## src/step_gen_pkg.sv

```systemverilog
// step_gen_pkg: constants, register map and carrier types for the stepper pulse generator
// assumes a 50 MHz system clock and an APB master with 32-bit data
package step_gen_pkg;

  // register byte offsets
  localparam logic [7:0] CTRL_OFF = 8'h00;
  localparam logic [7:0] HIGH_OFF = 8'h04;
  localparam logic [7:0] LOW_OFF = 8'h08;
  localparam logic [7:0] RAMP_OFF = 8'h0C;
  localparam logic [7:0] MULT_OFF = 8'h10;
  localparam logic [7:0] CMD_OFF = 8'h14;
  localparam logic [7:0] WDOG_OFF = 8'h18;
  localparam logic [7:0] STAT_OFF = 8'h1C;
  localparam logic [7:0] COUNT_OFF = 8'h20;

  // control register fields
  localparam int CTRL_CNT_RST_BIT = 0;
  localparam int CTRL_GEN_RST_BIT = 1;
  localparam int CTRL_HIGH_MODE_BIT = 2;
  localparam int CTRL_DIR_BIT = 3;
  localparam logic [7:0] CTRL_RESET = 8'h03;

  // command register codes
  localparam logic [1:0] CMD_START = 2'h1;
  localparam logic [1:0] CMD_SOFT_RESET = 2'h2;
  localparam logic [1:0] CMD_BUS_RESET = 2'h3;

  // status fields
  localparam int STAT_RUN_BIT = 0;
  localparam int STAT_IRQ_BIT = 1;
  localparam int STAT_WD_TRIP_BIT = 2;
  localparam int STAT_JUMPER_BIT = 3;

  // setting ranges and reset values
  localparam logic [12:0] SPEED_MIN = 13'h0001;
  localparam logic [12:0] SPEED_MAX = 13'h1FFF;
  localparam logic [9:0] FACT_MIN = 10'h002;
  localparam logic [9:0] FACT_MAX = 10'h3FF;
  localparam logic [12:0] HIGH_RESET = 13'h0064;
  localparam logic [12:0] LOW_RESET = 13'h000A;
  localparam logic [9:0] RAMP_RESET = 10'h064;
  localparam logic [9:0] MULT_RESET = 10'h2DC;
  localparam logic [12:0] ACC_MOD = 13'h1FFF; // speed accumulator wraps at 8192

  // timing
  localparam int CLK_HZ = 50000000;
  localparam int REF_HZ = 6000000;
  localparam int REF_CYCLES = CLK_HZ / REF_HZ; // 8 sys clocks per reference tick (8.33, rounded down)
  localparam int WD_TIMEOUT_MS = 1500;
  localparam int WD_CYCLES = (CLK_HZ / 1000) * WD_TIMEOUT_MS;
  localparam int PULSE_LOW_CYCLES = 4; // width of the low-going step pulse

  // speed profile handed to the divider
  typedef struct packed {
    logic [12:0] high;
    logic [12:0] low;
    logic [9:0] ramp;
    logic [9:0] mult;
  } profile_t;

endpackage

```

## src/step_gen_top.sv

```systemverilog
// step_gen_top: stepper pulse generator with watchdog, reset paths and quadrature count
// assumes an APB master on clk; jumper and encoder pins are asynchronous and synchronised here
`timescale 1ns/10ps
`default_nettype none
module step_gen_top (
  input wire logic clk, // 50 MHz system clock
  input wire logic sys_rst, // synchronous reset, active high (power-up)
  input wire logic ce, // clock enable
  input wire logic psel, // apb select
  input wire logic penable, // apb enable
  input wire logic pwrite, // apb direction
  input wire logic [7:0] paddr, // apb byte address
  input wire logic [31:0] pwdata, // apb write data
  output logic [31:0] prdata, // apb read data
  output logic pready, // apb ready
  output logic pslverr, // apb error on unmapped address
  input wire logic watchdogEnableJumper, // jumper fitted enables watchdog
  input wire logic quadA, // encoder channel a
  input wire logic quadB, // encoder channel b
  output logic stepPulse_n, // low-going step pulse
  output logic stepDir, // direction, high for plus
  output logic genIrq, // generator interrupt request (end of move)
  output logic watchdogTimeout_n // low after watchdog timeout
);
  // 1.5 s timeout; parameter so simulation can shorten it
  parameter int WD_CYCLES = step_gen_pkg::WD_CYCLES;

  logic [7:0] ctrlReg;
  step_gen_pkg::profile_t profReg;
  logic irqReg;
  logic wdTripReg;
  logic [26:0] wdCntReg;
  logic [15:0] countReg;
  logic [3:0] refCntReg;
  logic jmpS1Reg, jmpS2Reg;
  logic [1:0] qS1Reg, qS2Reg, qPrevReg;
  logic startReg, softRstReg, busRstReg;
  logic runPrevReg;
  logic running, stepOut;

  // apb decode
  wire logic access = psel && penable;
  wire logic wr = access && pwrite;
  wire logic hitCtrl = (paddr == step_gen_pkg::CTRL_OFF);
  wire logic hitHigh = (paddr == step_gen_pkg::HIGH_OFF);
  wire logic hitLow = (paddr == step_gen_pkg::LOW_OFF);
  wire logic hitRamp = (paddr == step_gen_pkg::RAMP_OFF);
  wire logic hitMult = (paddr == step_gen_pkg::MULT_OFF);
  wire logic hitCmd = (paddr == step_gen_pkg::CMD_OFF);
  wire logic hitWdog = (paddr == step_gen_pkg::WDOG_OFF);
  wire logic hitStat = (paddr == step_gen_pkg::STAT_OFF);
  wire logic hitCount = (paddr == step_gen_pkg::COUNT_OFF);
  wire logic mapped = hitCtrl | hitHigh | hitLow | hitRamp | hitMult | hitCmd | hitWdog | hitStat | hitCount;
  wire logic [1:0] cmdCode = pwdata[1:0];
  wire logic cmdWr = wr && hitCmd && mapped;
  wire logic wdHit = wr && hitWdog; // any write to the watchdog register services the watchdog

  // clamp writes into the legal ranges
  wire logic [12:0] spdIn = pwdata[12:0];
  wire logic [12:0] spdClamp = (spdIn < step_gen_pkg::SPEED_MIN) ? step_gen_pkg::SPEED_MIN : spdIn;
  wire logic [9:0] factIn = pwdata[9:0];
  wire logic [9:0] factClamp = (factIn < step_gen_pkg::FACT_MIN) ? step_gen_pkg::FACT_MIN : factIn;

  // generator reset: hard (control bit, power-up), watchdog, soft, bus reset strobe
  wire logic wdForce = wdTripReg && jmpS2Reg;
  wire logic hardRst = sys_rst || !ctrlReg[step_gen_pkg::CTRL_GEN_RST_BIT] || busRstReg;
  wire logic genRst = hardRst || wdForce || softRstReg;
  wire logic cntRst = sys_rst || !ctrlReg[step_gen_pkg::CTRL_CNT_RST_BIT] || busRstReg;

  // control register: only power-up resets it, bus reset leaves it alone
  always_ff @(posedge clk) begin
    if (sys_rst) begin
      ctrlReg <= step_gen_pkg::CTRL_RESET;
    end else if (ce && wr && hitCtrl) begin
      ctrlReg <= pwdata[7:0];
    end
  end

  // settings survive soft reset and watchdog reset; only hard resets restore defaults
  always_ff @(posedge clk) begin
    if (hardRst) begin
      profReg <= '{high: step_gen_pkg::HIGH_RESET, low: step_gen_pkg::LOW_RESET,
                   ramp: step_gen_pkg::RAMP_RESET, mult: step_gen_pkg::MULT_RESET};
    end else if (ce && wr) begin
      if (hitHigh) profReg.high <= spdClamp;
      if (hitLow) profReg.low <= spdClamp;
      if (hitRamp) profReg.ramp <= factClamp;
      if (hitMult) profReg.mult <= factClamp;
    end
  end

  // command strobes, one cycle each
  always_ff @(posedge clk) begin
    if (sys_rst) begin
      startReg <= 1'b0;
      softRstReg <= 1'b0;
      busRstReg <= 1'b0;
    end else if (ce) begin
      startReg <= cmdWr && (cmdCode == step_gen_pkg::CMD_START);
      softRstReg <= cmdWr && (cmdCode == step_gen_pkg::CMD_SOFT_RESET);
      busRstReg <= cmdWr && (cmdCode == step_gen_pkg::CMD_BUS_RESET);
    end
  end

  // watchdog: counts while the jumper is fitted; trip holds until serviced or the jumper is removed
  always_ff @(posedge clk) begin
    if (sys_rst) begin
      wdCntReg <= 27'h0000000;
      wdTripReg <= 1'b0;
    end else if (ce) begin
      if (wdHit || !jmpS2Reg) begin
        wdCntReg <= 27'h0000000;
        wdTripReg <= 1'b0;
      end else if (wdCntReg >= 27'(WD_CYCLES - 1)) begin
        wdTripReg <= 1'b1;
      end else begin
        wdCntReg <= wdCntReg + 27'h0000001;
      end
    end
  end

  // interrupt request: set at end of move; a soft-reset clear wins, since a set is blocked while genRst is high
  always_ff @(posedge clk) begin
    if (hardRst) begin
      irqReg <= 1'b0;
      runPrevReg <= 1'b0;
    end else if (ce) begin
      // a move cut by any generator reset is not an end of move, so it must not raise the request
      runPrevReg <= running && !genRst;
      if (runPrevReg && !running && !genRst) begin
        irqReg <= 1'b1;
      end else if (softRstReg || wdForce) begin
        irqReg <= 1'b0;
      end
    end
  end

  // reference tick: 6 MHz derived from the 50 MHz clock (integer divide, slightly fast)
  wire logic refTick = (refCntReg == 4'(step_gen_pkg::REF_CYCLES - 1));
  always_ff @(posedge clk) begin
    if (sys_rst) begin
      refCntReg <= 4'h0;
    end else if (ce) begin
      refCntReg <= refTick ? 4'h0 : refCntReg + 4'h1;
    end
  end

  // pin synchronisers
  always_ff @(posedge clk) begin
    if (sys_rst) begin
      jmpS1Reg <= 1'b0;
      jmpS2Reg <= 1'b0;
      qS1Reg <= 2'h0;
      qS2Reg <= 2'h0;
    end else if (ce) begin
      jmpS1Reg <= watchdogEnableJumper;
      jmpS2Reg <= jmpS1Reg;
      qS1Reg <= {quadA, quadB};
      qS2Reg <= qS1Reg;
    end
  end

  // quadrature count: own reset, power-up, count-reset control bit and bus reset only, never touched by the watchdog
  wire logic qMoved = (qS2Reg != qPrevReg);
  wire logic qUp = (qPrevReg[1] ^ qS2Reg[0]);
  always_ff @(posedge clk) begin
    if (cntRst) begin
      countReg <= 16'h0000;
      qPrevReg <= qS2Reg;
    end else if (ce) begin
      qPrevReg <= qS2Reg;
      if (qMoved && (qPrevReg[0] ^ qPrevReg[1]) != (qS2Reg[0] ^ qS2Reg[1])) begin
        countReg <= qUp ? countReg + 16'h0001 : countReg - 16'h0001;
      end
    end
  end

  // read mux
  logic [31:0] rdata;
  always_comb begin
    rdata = 32'h00000000;
    if (hitCtrl) rdata = {24'h000000, ctrlReg};
    if (hitHigh) rdata = {19'h00000, profReg.high};
    if (hitLow) rdata = {19'h00000, profReg.low};
    if (hitRamp) rdata = {22'h000000, profReg.ramp};
    if (hitMult) rdata = {22'h000000, profReg.mult};
    if (hitStat) rdata = {28'h0000000, jmpS2Reg, wdTripReg, irqReg, running};
    if (hitCount) rdata = {16'h0000, countReg};
  end

  // read data registered at the setup edge, ahead of the access phase
  always_ff @(posedge clk) begin
    if (sys_rst) begin
      prdata <= 32'h00000000;
    end else if (ce && psel && !penable && !pwrite) begin
      prdata <= rdata;
    end
  end

  assign pready = 1'b1; // zero-wait slave
  assign pslverr = access && !mapped;

  step_rate_core rateCore (
    .clk(clk),
    .ce(ce),
    .genRst(genRst),
    .refTick(refTick),
    .start(startReg),
    .highMode(ctrlReg[step_gen_pkg::CTRL_HIGH_MODE_BIT]),
    .prof(profReg),
    .running(running),
    .stepOut(stepOut)
  );

  assign stepPulse_n = !stepOut;
  assign stepDir = ctrlReg[step_gen_pkg::CTRL_DIR_BIT];
  assign genIrq = irqReg;
  assign watchdogTimeout_n = !wdForce;
endmodule
`default_nettype wire

```

## src/step_rate_core.sv

```systemverilog
// step_rate_core: ramped variable divider that makes the step pulse train
// assumes a one-cycle reference tick at 6 MHz and settings already range-clamped
`timescale 1ns/10ps
`default_nettype none
module step_rate_core (
  input wire logic clk, // system clock
  input wire logic ce, // clock enable, freezes all state except under genRst
  input wire logic genRst, // combined hard/soft reset of the generator
  input wire logic refTick, // one pulse per reference period
  input wire logic start, // start a move
  input wire logic highMode, // ramp up from low to high speed
  input wire step_gen_pkg::profile_t prof, // speed profile
  output logic running, // move in progress
  output logic stepOut // step pulse, active high internally
);
  typedef enum logic [1:0] {IDLE = 2'b01, RUN = 2'b10} core_state_t;
  core_state_t stateReg, stateNext;
  logic [12:0] speedReg, speedNext;
  logic [9:0] rampCntReg, rampCntNext;
  logic [9:0] multCntReg, multCntNext;
  logic [13:0] accReg, accNext;
  logic [2:0] pulseCntReg, pulseCntNext;
  wire logic multWrap = (multCntReg >= prof.mult - 10'h001);
  wire logic rampWrap = (rampCntReg >= prof.ramp - 10'h001);
  wire logic [13:0] accSum = accReg + {1'b0, speedReg};
  wire logic accOver = accSum > {1'b0, step_gen_pkg::ACC_MOD};
  wire logic [12:0] target = highMode ? prof.high : prof.low;

  // next-state: divide ref by mult, accumulate speed/8192, step speed once per ramp periods
  always_comb begin
    stateNext = stateReg;
    speedNext = speedReg;
    rampCntNext = rampCntReg;
    multCntNext = multCntReg;
    accNext = accReg;
    pulseCntNext = (pulseCntReg != 3'h0) ? pulseCntReg - 3'h1 : 3'h0;
    case (stateReg)
      IDLE: begin
        if (start) begin
          stateNext = RUN;
          speedNext = prof.low;
          accNext = 14'h0000;
          multCntNext = 10'h000;
          rampCntNext = 10'h000;
        end
      end
      RUN: begin
        if (refTick) begin
          // ramp: one speed unit per ramp ticks gives accel = ref/ramp
          rampCntNext = rampWrap ? 10'h000 : rampCntReg + 10'h001;
          if (rampWrap && speedReg < target) begin
            speedNext = speedReg + 13'h0001;
          end else if (rampWrap && speedReg > target) begin
            speedNext = speedReg - 13'h0001;
          end
          // divider then multiplier stage: f = speed/8192 * ref/mult
          multCntNext = multWrap ? 10'h000 : multCntReg + 10'h001;
          if (multWrap) begin
            accNext = accOver ? accSum - 14'h2000 : accSum;
            if (accOver) begin
              pulseCntNext = 3'(step_gen_pkg::PULSE_LOW_CYCLES);
            end
          end
        end
      end
      default: stateNext = IDLE;
    endcase
  end

  // state registers; generator reset stops the train at once
  always_ff @(posedge clk) begin
    if (genRst) begin
      stateReg <= IDLE;
      speedReg <= 13'h0000;
      rampCntReg <= 10'h000;
      multCntReg <= 10'h000;
      accReg <= 14'h0000;
      pulseCntReg <= 3'h0;
    end else if (ce) begin
      stateReg <= stateNext;
      speedReg <= speedNext;
      rampCntReg <= rampCntNext;
      multCntReg <= multCntNext;
      accReg <= accNext;
      pulseCntReg <= pulseCntNext;
    end
  end

  assign running = (stateReg == RUN);
  assign stepOut = (pulseCntReg != 3'h0);
endmodule
`default_nettype wire

```

## config.mk

```make
export PLATFORM = sky130hd
export DESIGN_NAME = step_gen_top
export DESIGN_NICKNAME = d
export VERILOG_FILES = /design/src/step_gen_pkg.sv /design/src/step_gen_top.sv /design/src/step_rate_core.sv
export SDC_FILE = /design/constraint.sdc
export NUM_CORES = 1
export LEC_CHECK = 0
export ABC_AREA = 1
export BUFFER_PORTS_ARGS = -buffer_cell sky130_fd_sc_hd__clkbuf_2
export CORE_UTILIZATION = 60
export CTS_CLUSTER_DIAMETER = 200
export CTS_CLUSTER_SIZE = 30
export DETAILED_ROUTE_END_ITERATION = 6
export PLACE_DENSITY = 0.79
export SYNTH_ARGS = -nofsm -noshare
export SYNTH_HDL_FRONTEND = slang
export SYNTH_SLANG_ARGS = --single-unit
```

## constraint.sdc

```tcl
create_clock -name clk -period 4.5 [get_ports clk]
set_input_delay 0.45 -clock clk [delete_from_list [all_inputs] [get_ports clk]]
set_output_delay 0.45 -clock clk [all_outputs]
set_load 0.005 [all_outputs]
```

# ---- Word level (Yosys, flattened, before mapping)
# Cells that the tools add are included.
dict set report totals {
  regBits 199
  in_bits 49
  out_inout_bits 38
  word_cells 181
}
dict set report op_classes {
  n_addsub 13
  magnitude_cmp 8
  n_eq_ne 21
  n_mux 44
  bitwise 12
  reduce_logical 57
}
# cell count
set ops {}
lappend ops {{two-way mux 32 bit} 6}
lappend ops {{two-way mux 13 bit} 6}
lappend ops {{two-way mux 10 bit} 6}
lappend ops {{two-way mux 14 bit} 4}
lappend ops {{two-way mux 27 bit} 2}
lappend ops {{case mux 10 bit (2 select lines)} 2}
lappend ops {{equality test 8 x 5 -> 1 bit (second input constant)} 4}
lappend ops {{case mux 14 bit (2 select lines)} 1}
lappend ops {{adder 27 x 1 -> 27 bit (second input constant)} 1}
lappend ops {{>= comparator 27 bit (second input constant)} 1}
lappend ops {{case mux 13 bit (2 select lines)} 1}
lappend ops {{logical AND 1 bit} 21}
lappend ops {{adder 10 x 1 -> 10 bit (second input constant)} 2}
lappend ops {{>= comparator 10 bit} 2}
lappend ops {{subtractor 10 x 1 -> 10 bit (second input constant)} 2}
lappend ops {{adder 16 x 1 -> 16 bit (second input constant)} 1}
lappend ops {{equality test 8 x 4 -> 1 bit (second input constant)} 2}
lappend ops {{two-way mux 16 bit} 1}
lappend ops {{AND reduction 2 bit} 8}
lappend ops {{subtractor 16 x 1 -> 16 bit (second input constant)} 1}
lappend ops {{two-way mux 3 bit} 5}
lappend ops {{adder 14 x 13 -> 14 bit} 1}
lappend ops {{greater-than comparator 14 x 13 -> 1 bit (second input constant)} 1}
lappend ops {{subtractor 14 bit (second input constant)} 1}
lappend ops {{other kinds (34)} 73}

# ---- Depth between registers and ports, before layout
dict set report logic_depth {
  word_depth 11
  ltp_mapped 26
  ltp_nobuf 26
}

# ---- Hierarchy
# From an unflattened synthesis, not the netlist that was laid out.
dict set report hier_totals {
  cells_unflattened 1750
  area_unflattened_um2 12039.0
}
# mod n_inst cells_per_inst area_per_inst_um2 seq_area_each_um2
set modules_own_cells {}
lappend modules_own_cells {step_gen_top 1 1103 7464.7 2642.5}
lappend modules_own_cells {step_rate_core 1 647 4574.4 1041.0}

# ---- Worst setup path before layout
# OpenSTA, ideal clock, no wires.
dict set report synth_timing {
  path_type {register -> register}
  from {register profReg[10] in the netlist's numbering}
  to {register rateCore.speedReg[10]}
  setup_ps 132
  arrival_ps 3407
  required_ps 4368
  path_slack_ps 960
  stages_incl_launch_ff 25
  path_buffers 0
  synth_period_minus_slack_ps 3540
  cell_sequence {dfxtp_1 inv_1 nand2_1 nor3_1 nand3_1 nor3_1 xor2_1 inv_1 ha_1 nand2_1 nor2_1 nand3_1 nand3_1 nand3_2 fa_1 nand2_1 a21oi_1 o21ai_0 nand2_1 nand3_1 nand2_1 nand2_1 nand2_1 o21ai_0 a21oi_1}
}
dict set report synth_via {
  elab_chain_len 6
  word_cells_on_any_way 9
  classes_between {add/sub: 1; order compare: 1; eq/ne: 1; mux: 3; reduce/logical: 3}
}
# item line
set synth_rtl {}
lappend synth_rtl {{start: declaration} step_gen_top.sv:29} ;# step_gen_pkg::profile_t profReg;
lappend synth_rtl {{start signal: assignment} step_gen_top.sv:82} ;# profReg <= '{high: step_gen_pkg::HIGH_RESET, low: step_gen_pkg::LOW_RESET,
lappend synth_rtl {{subtractor 10 x 1 -> 10 bit *} step_rate_core.sv:24} ;# wire logic rampWrap = (rampCntReg >= prof.ramp - 10'h001);
lappend synth_rtl {{>= comparator 10 bit *} step_rate_core.sv:24}
lappend synth_rtl {{logical AND 1 bit} step_rate_core.sv:51} ;# if (rampWrap && speedReg < target) begin
lappend synth_rtl {{two-way mux 13 bit} step_rate_core.sv:51}
lappend synth_rtl {{two-way mux 13 bit} step_rate_core.sv:48} ;# if (refTick) begin
lappend synth_rtl {{case mux 13 bit (2 select lines)} step_rate_core.sv:37} ;# case (stateReg)
lappend synth_rtl {{end signal: assignment} step_rate_core.sv:81} ;# speedReg <= speedNext;
lappend synth_rtl {{end: declaration} step_rate_core.sv:18} ;# logic [12:0] speedReg, speedNext;
# Mark *: on every way between the ends. The rest lies on a longest branch, timed or not. The select of a mux whose other input is x is not followed.
# A chain may end at the register's enable or synchronous reset.

# ---- Worst setup path in the final report
# Ends and elaborated chain as after synthesis.

==> results.yml <==
floorplanning:
  die_width_um: 143
  dieArea_um2: 20400
  die_h_um: 143
  coreArea_um2: 19500
  ios: 87
  initial_core_util_pct: 61.2
  rows: 51
drt:
  firstDrtPassIters: 7
  ant_nets: 0
  post-route-drc-count: 0
  wl_mm: 32.3
  num_vias: 11800
  drt_iter0_drc: 977
  wl_per_cell_um: 15.7
  vias_per_cell: 5.76
global_route:
  grt_pass1_wl_mm: 51.5
  top_usage_layer: "met2"
  grt_use_met3_pct: 5.70
  antenna_found_initial: 0
  grtUsageTotal_pct: 31.9
  grt_max_degree: 48
  grt_remaining_overflow: 0
  use_met2_pct: 51.7
  grt_pass1_vias: 10500
  grt_use_met1_pct: 42.4
timing:
  worstMarginPinSlew_ns: 0.983
  grt_setup_unrepaired: "false"
  fin_setup_tns_ns: 0
  hold-worst-slack_ns: 0.241
  max_freq_ghz: 0.254
  finalHoldViolCount: 0
  fin_crit_sh_pct: 87.6
  slew_headroom_pct: 34.4
  skew_ns: 0.00865
  final.min_clock_period_ns: 3.94
  setup_violations: 0
  drv_slew: 0
cells_and_area:
  num_antenna_cells: 0
  final_nets: 1906
  num-fill-cells: 1733
  final_cells: 2051
  drive_gt1_share_pct: 7.84
  final_area_um2: 12900
  area_growth_pct: 8.11
placement:
  hpwl_mm: 23.1
  io_buffers: 50
  dp_cells: 2020
  gp_congestion: 0.927
  place_area_um2: 12200
power_and_ir_drop:
  p_leak_nw: 5.65
  vdd_ir_drop_max_mv: 0.264
  total_power_w: 0.00376
  powerDensity_nw_per_um2: 292
logic_synthesis:
  synth.most_common_cell: "nand2_1"
  synth-edff-count: 2
  ys_seq_area_share_pct: 30.9
  synth_seq_cells: 183
  yosysWarnings: 0
  postSynth.asyncResetShare_pct: 0
  synth-main-ff-cell: "dfxtp_1"
  synth.area.top_cells: "dfxtp_1 30%, nand2_1 11%, ha_1 8.4%, a21oi_1 8.1%, inv_1 6.3%"
  synth_cells: 1754
  synth_top_cell_area_share_pct: 30.4
  netlist_top_cells_count: "352 x nand2_1, 200 x inv_1, 193 x a21oi_1"
  syn-cell-area_um2: 11900
  synth_area_per_cell_um2: 6.79
  ys_types: 55
  synth_area_leader_cell: "dfxtp_1"
clocking:
  cts.sinks: 183
  h-tree-depth: 4
  insertion_delay_ns: 0.43
  path_clk_slew_ns: 0.07
  ctsHoldBuffers: 0
  cts_buffers: 17
  cts-root-buf: "clkbuf_16"
  cts_tree: "yes"
  clk_path_buf_depth: 2
job:
  maxCapViolCount: 0
worst_hold_path:
  min_path_type: "primary input to flop"
setup_path:
  cp.required_ns: 4.77
  crit_path_start_kind: "flop"
  cp-end-kind: "flop"
  worst-path-max-fanout: 16
  crit_type: "flop to flop"
  critPathArrivalTime_ns: 4.22
outcome:
  status: "complete, no violations"
[what timing repair did]
item                                    CTS  global route
endpoints found under the setup margin    0             5
resized for setup                         0             2
buffers inserted                          0             0
[report_power, final]
part           switching [W]  internal, W
Clock               0.000663     0.000939
Sequential         0.0000305      0.00166
Combinational       0.000305     0.000168
Total               0.000998      0.00277
[cell type report]
| cell class | instances | area (um^2) | share of cell area [%] |
|---|---|---|---|
| clock buffer | 18 | 439 | 3.41 |
| clock inverter | 13 | 180 | 1.40 |
| timing repair buffer | 62 | 340 | 2.64 |
| sequential | 183 | 3680 | 28.6 |
| tap | 265 | 332 | 2.58 |
| multi-input combinational | 1302 | 7120 | 55.3 |
| inverter | 208 | 781 | 6.07 |
[worst max-delay path, cell delays in order (launching register included)]
cell and delay, ns:
dfxtp_1 0.32, inv_1 0.12, nand2_1 0.11, nor3_2 0.20, nand3_1 0.15, nor3_1 0.19, xor2_1 0.17, inv_1 0.06
ha_1 0.28, nand2_1 0.06, nor2_1 0.14, nand3_1 0.09, nand3_1 0.18, nand3_4 0.26, fa_1 0.49, nand2_1 0.10
a21oi_1 0.08, o21ai_0 0.16, nand2_1 0.14, nand3_1 0.09, nand2_1 0.07, nand2_1 0.06, nand2_1 0.04, o21ai_0 0.15
a21oi_1 0.08
[flip-flops by register name, summed over array words and instances, names as in the netlist, 2 cells and up]
register              cells
countReg                 16
ctrlReg                   8
prdata                   16
profReg                  46
qPrevReg                  2
qS1Reg                    2
qS2Reg                    2
rateCore.accReg          14
rateCore.multCntReg      10
rateCore.pulseCntReg      3
rateCore.rampCntReg      10
rateCore.speedReg        13
rateCore.stateReg         2
refCntReg                 4
wdCntReg                 27
[cell families (layout without fill, tap and decap cells)]
kind of cell | after synthesis | in the layout | share of synthesized area [%]
xor gates and xnor gates | 57 | 57 | 4.19
adders and majority gates | 83 | 83 | 8.91
buffers and inverters | 284 | 301 | 9.91
DFF | 183 | 183 | 30.9
other | 2 | 17 | 0.0631
muxes | 3 | 3 | 0.252
and+or+nand+nor | 727 | 727 | 26.6
AOI/OAI and AO/OA | 415 | 415 | 19.1
[layer usage]
| layer | up-vias | wire length [um] | part of all wire [%] |
|---|---|---|---|
| li1 | 5840 | - | - |
| met1 | 5469 | 14400 | 45 |
| met2 | 449 | 14800 | 46 |
| met3 | 66 | 2340 | 7.2 |
| met4 | 0 | 805 | 2.5 |
| met5 | - | 0 | 0 |
[metrics by stage]
step,util (%),worst slack (ns)
floorplan,-,0.960
global placement,62.9,0.509
detailed placement,62.9,0.422
CTS,66.1,0.320
global route,66.1,0.0747
finish,66.1,0.556
[cells in the final DEF (no fill, tap or decap), drive strengths merged, types with 7 or more instances in the layout]
| master | Yosys | final |
|---|---|---|
| nand2 | 356 | 356 |
| inv | 208 | 208 |
| a21oi | 194 | 194 |
| dfxtp | 181 | 181 |
| nor2 | 168 | 168 |
| o21ai | 147 | 147 |
| nand3 | 106 | 106 |
| ha | 80 | 80 |
| clkbuf | 33 | 68 |
| nor3 | 47 | 47 |
| xor2 | 40 | 40 |
| nand4 | 28 | 28 |
| o211ai | 24 | 24 |
| xnor2 | 17 | 17 |
| conb | 2 | 17 |
| buf | 43 | 12 |
| o21a | 9 | 9 |
| or2 | 9 | 9 |
| nand3b | 7 | 7 |
[path summary, 6_finish.rpt]
path	depth (start not counted)	to	start	slack (ns)
worst max-delay path	24	rateCore.speedReg[10]$_SDFFE_PP0P_	profReg[10]$_SDFFE_PP0P_	0.56
worst min-delay path	3	qS1Reg[0]$_SDFFE_PP0P_	quadB	0.24
worst max register to register	24	rateCore.speedReg[10]$_SDFFE_PP0P_	profReg[10]$_SDFFE_PP0P_	0.56
worst min register to register	2	rateCore.accReg[13]$_SDFFE_PP0P_	rateCore.accReg[13]$_SDFFE_PP0P_	0.46
(Power assumes the default switching activity.)
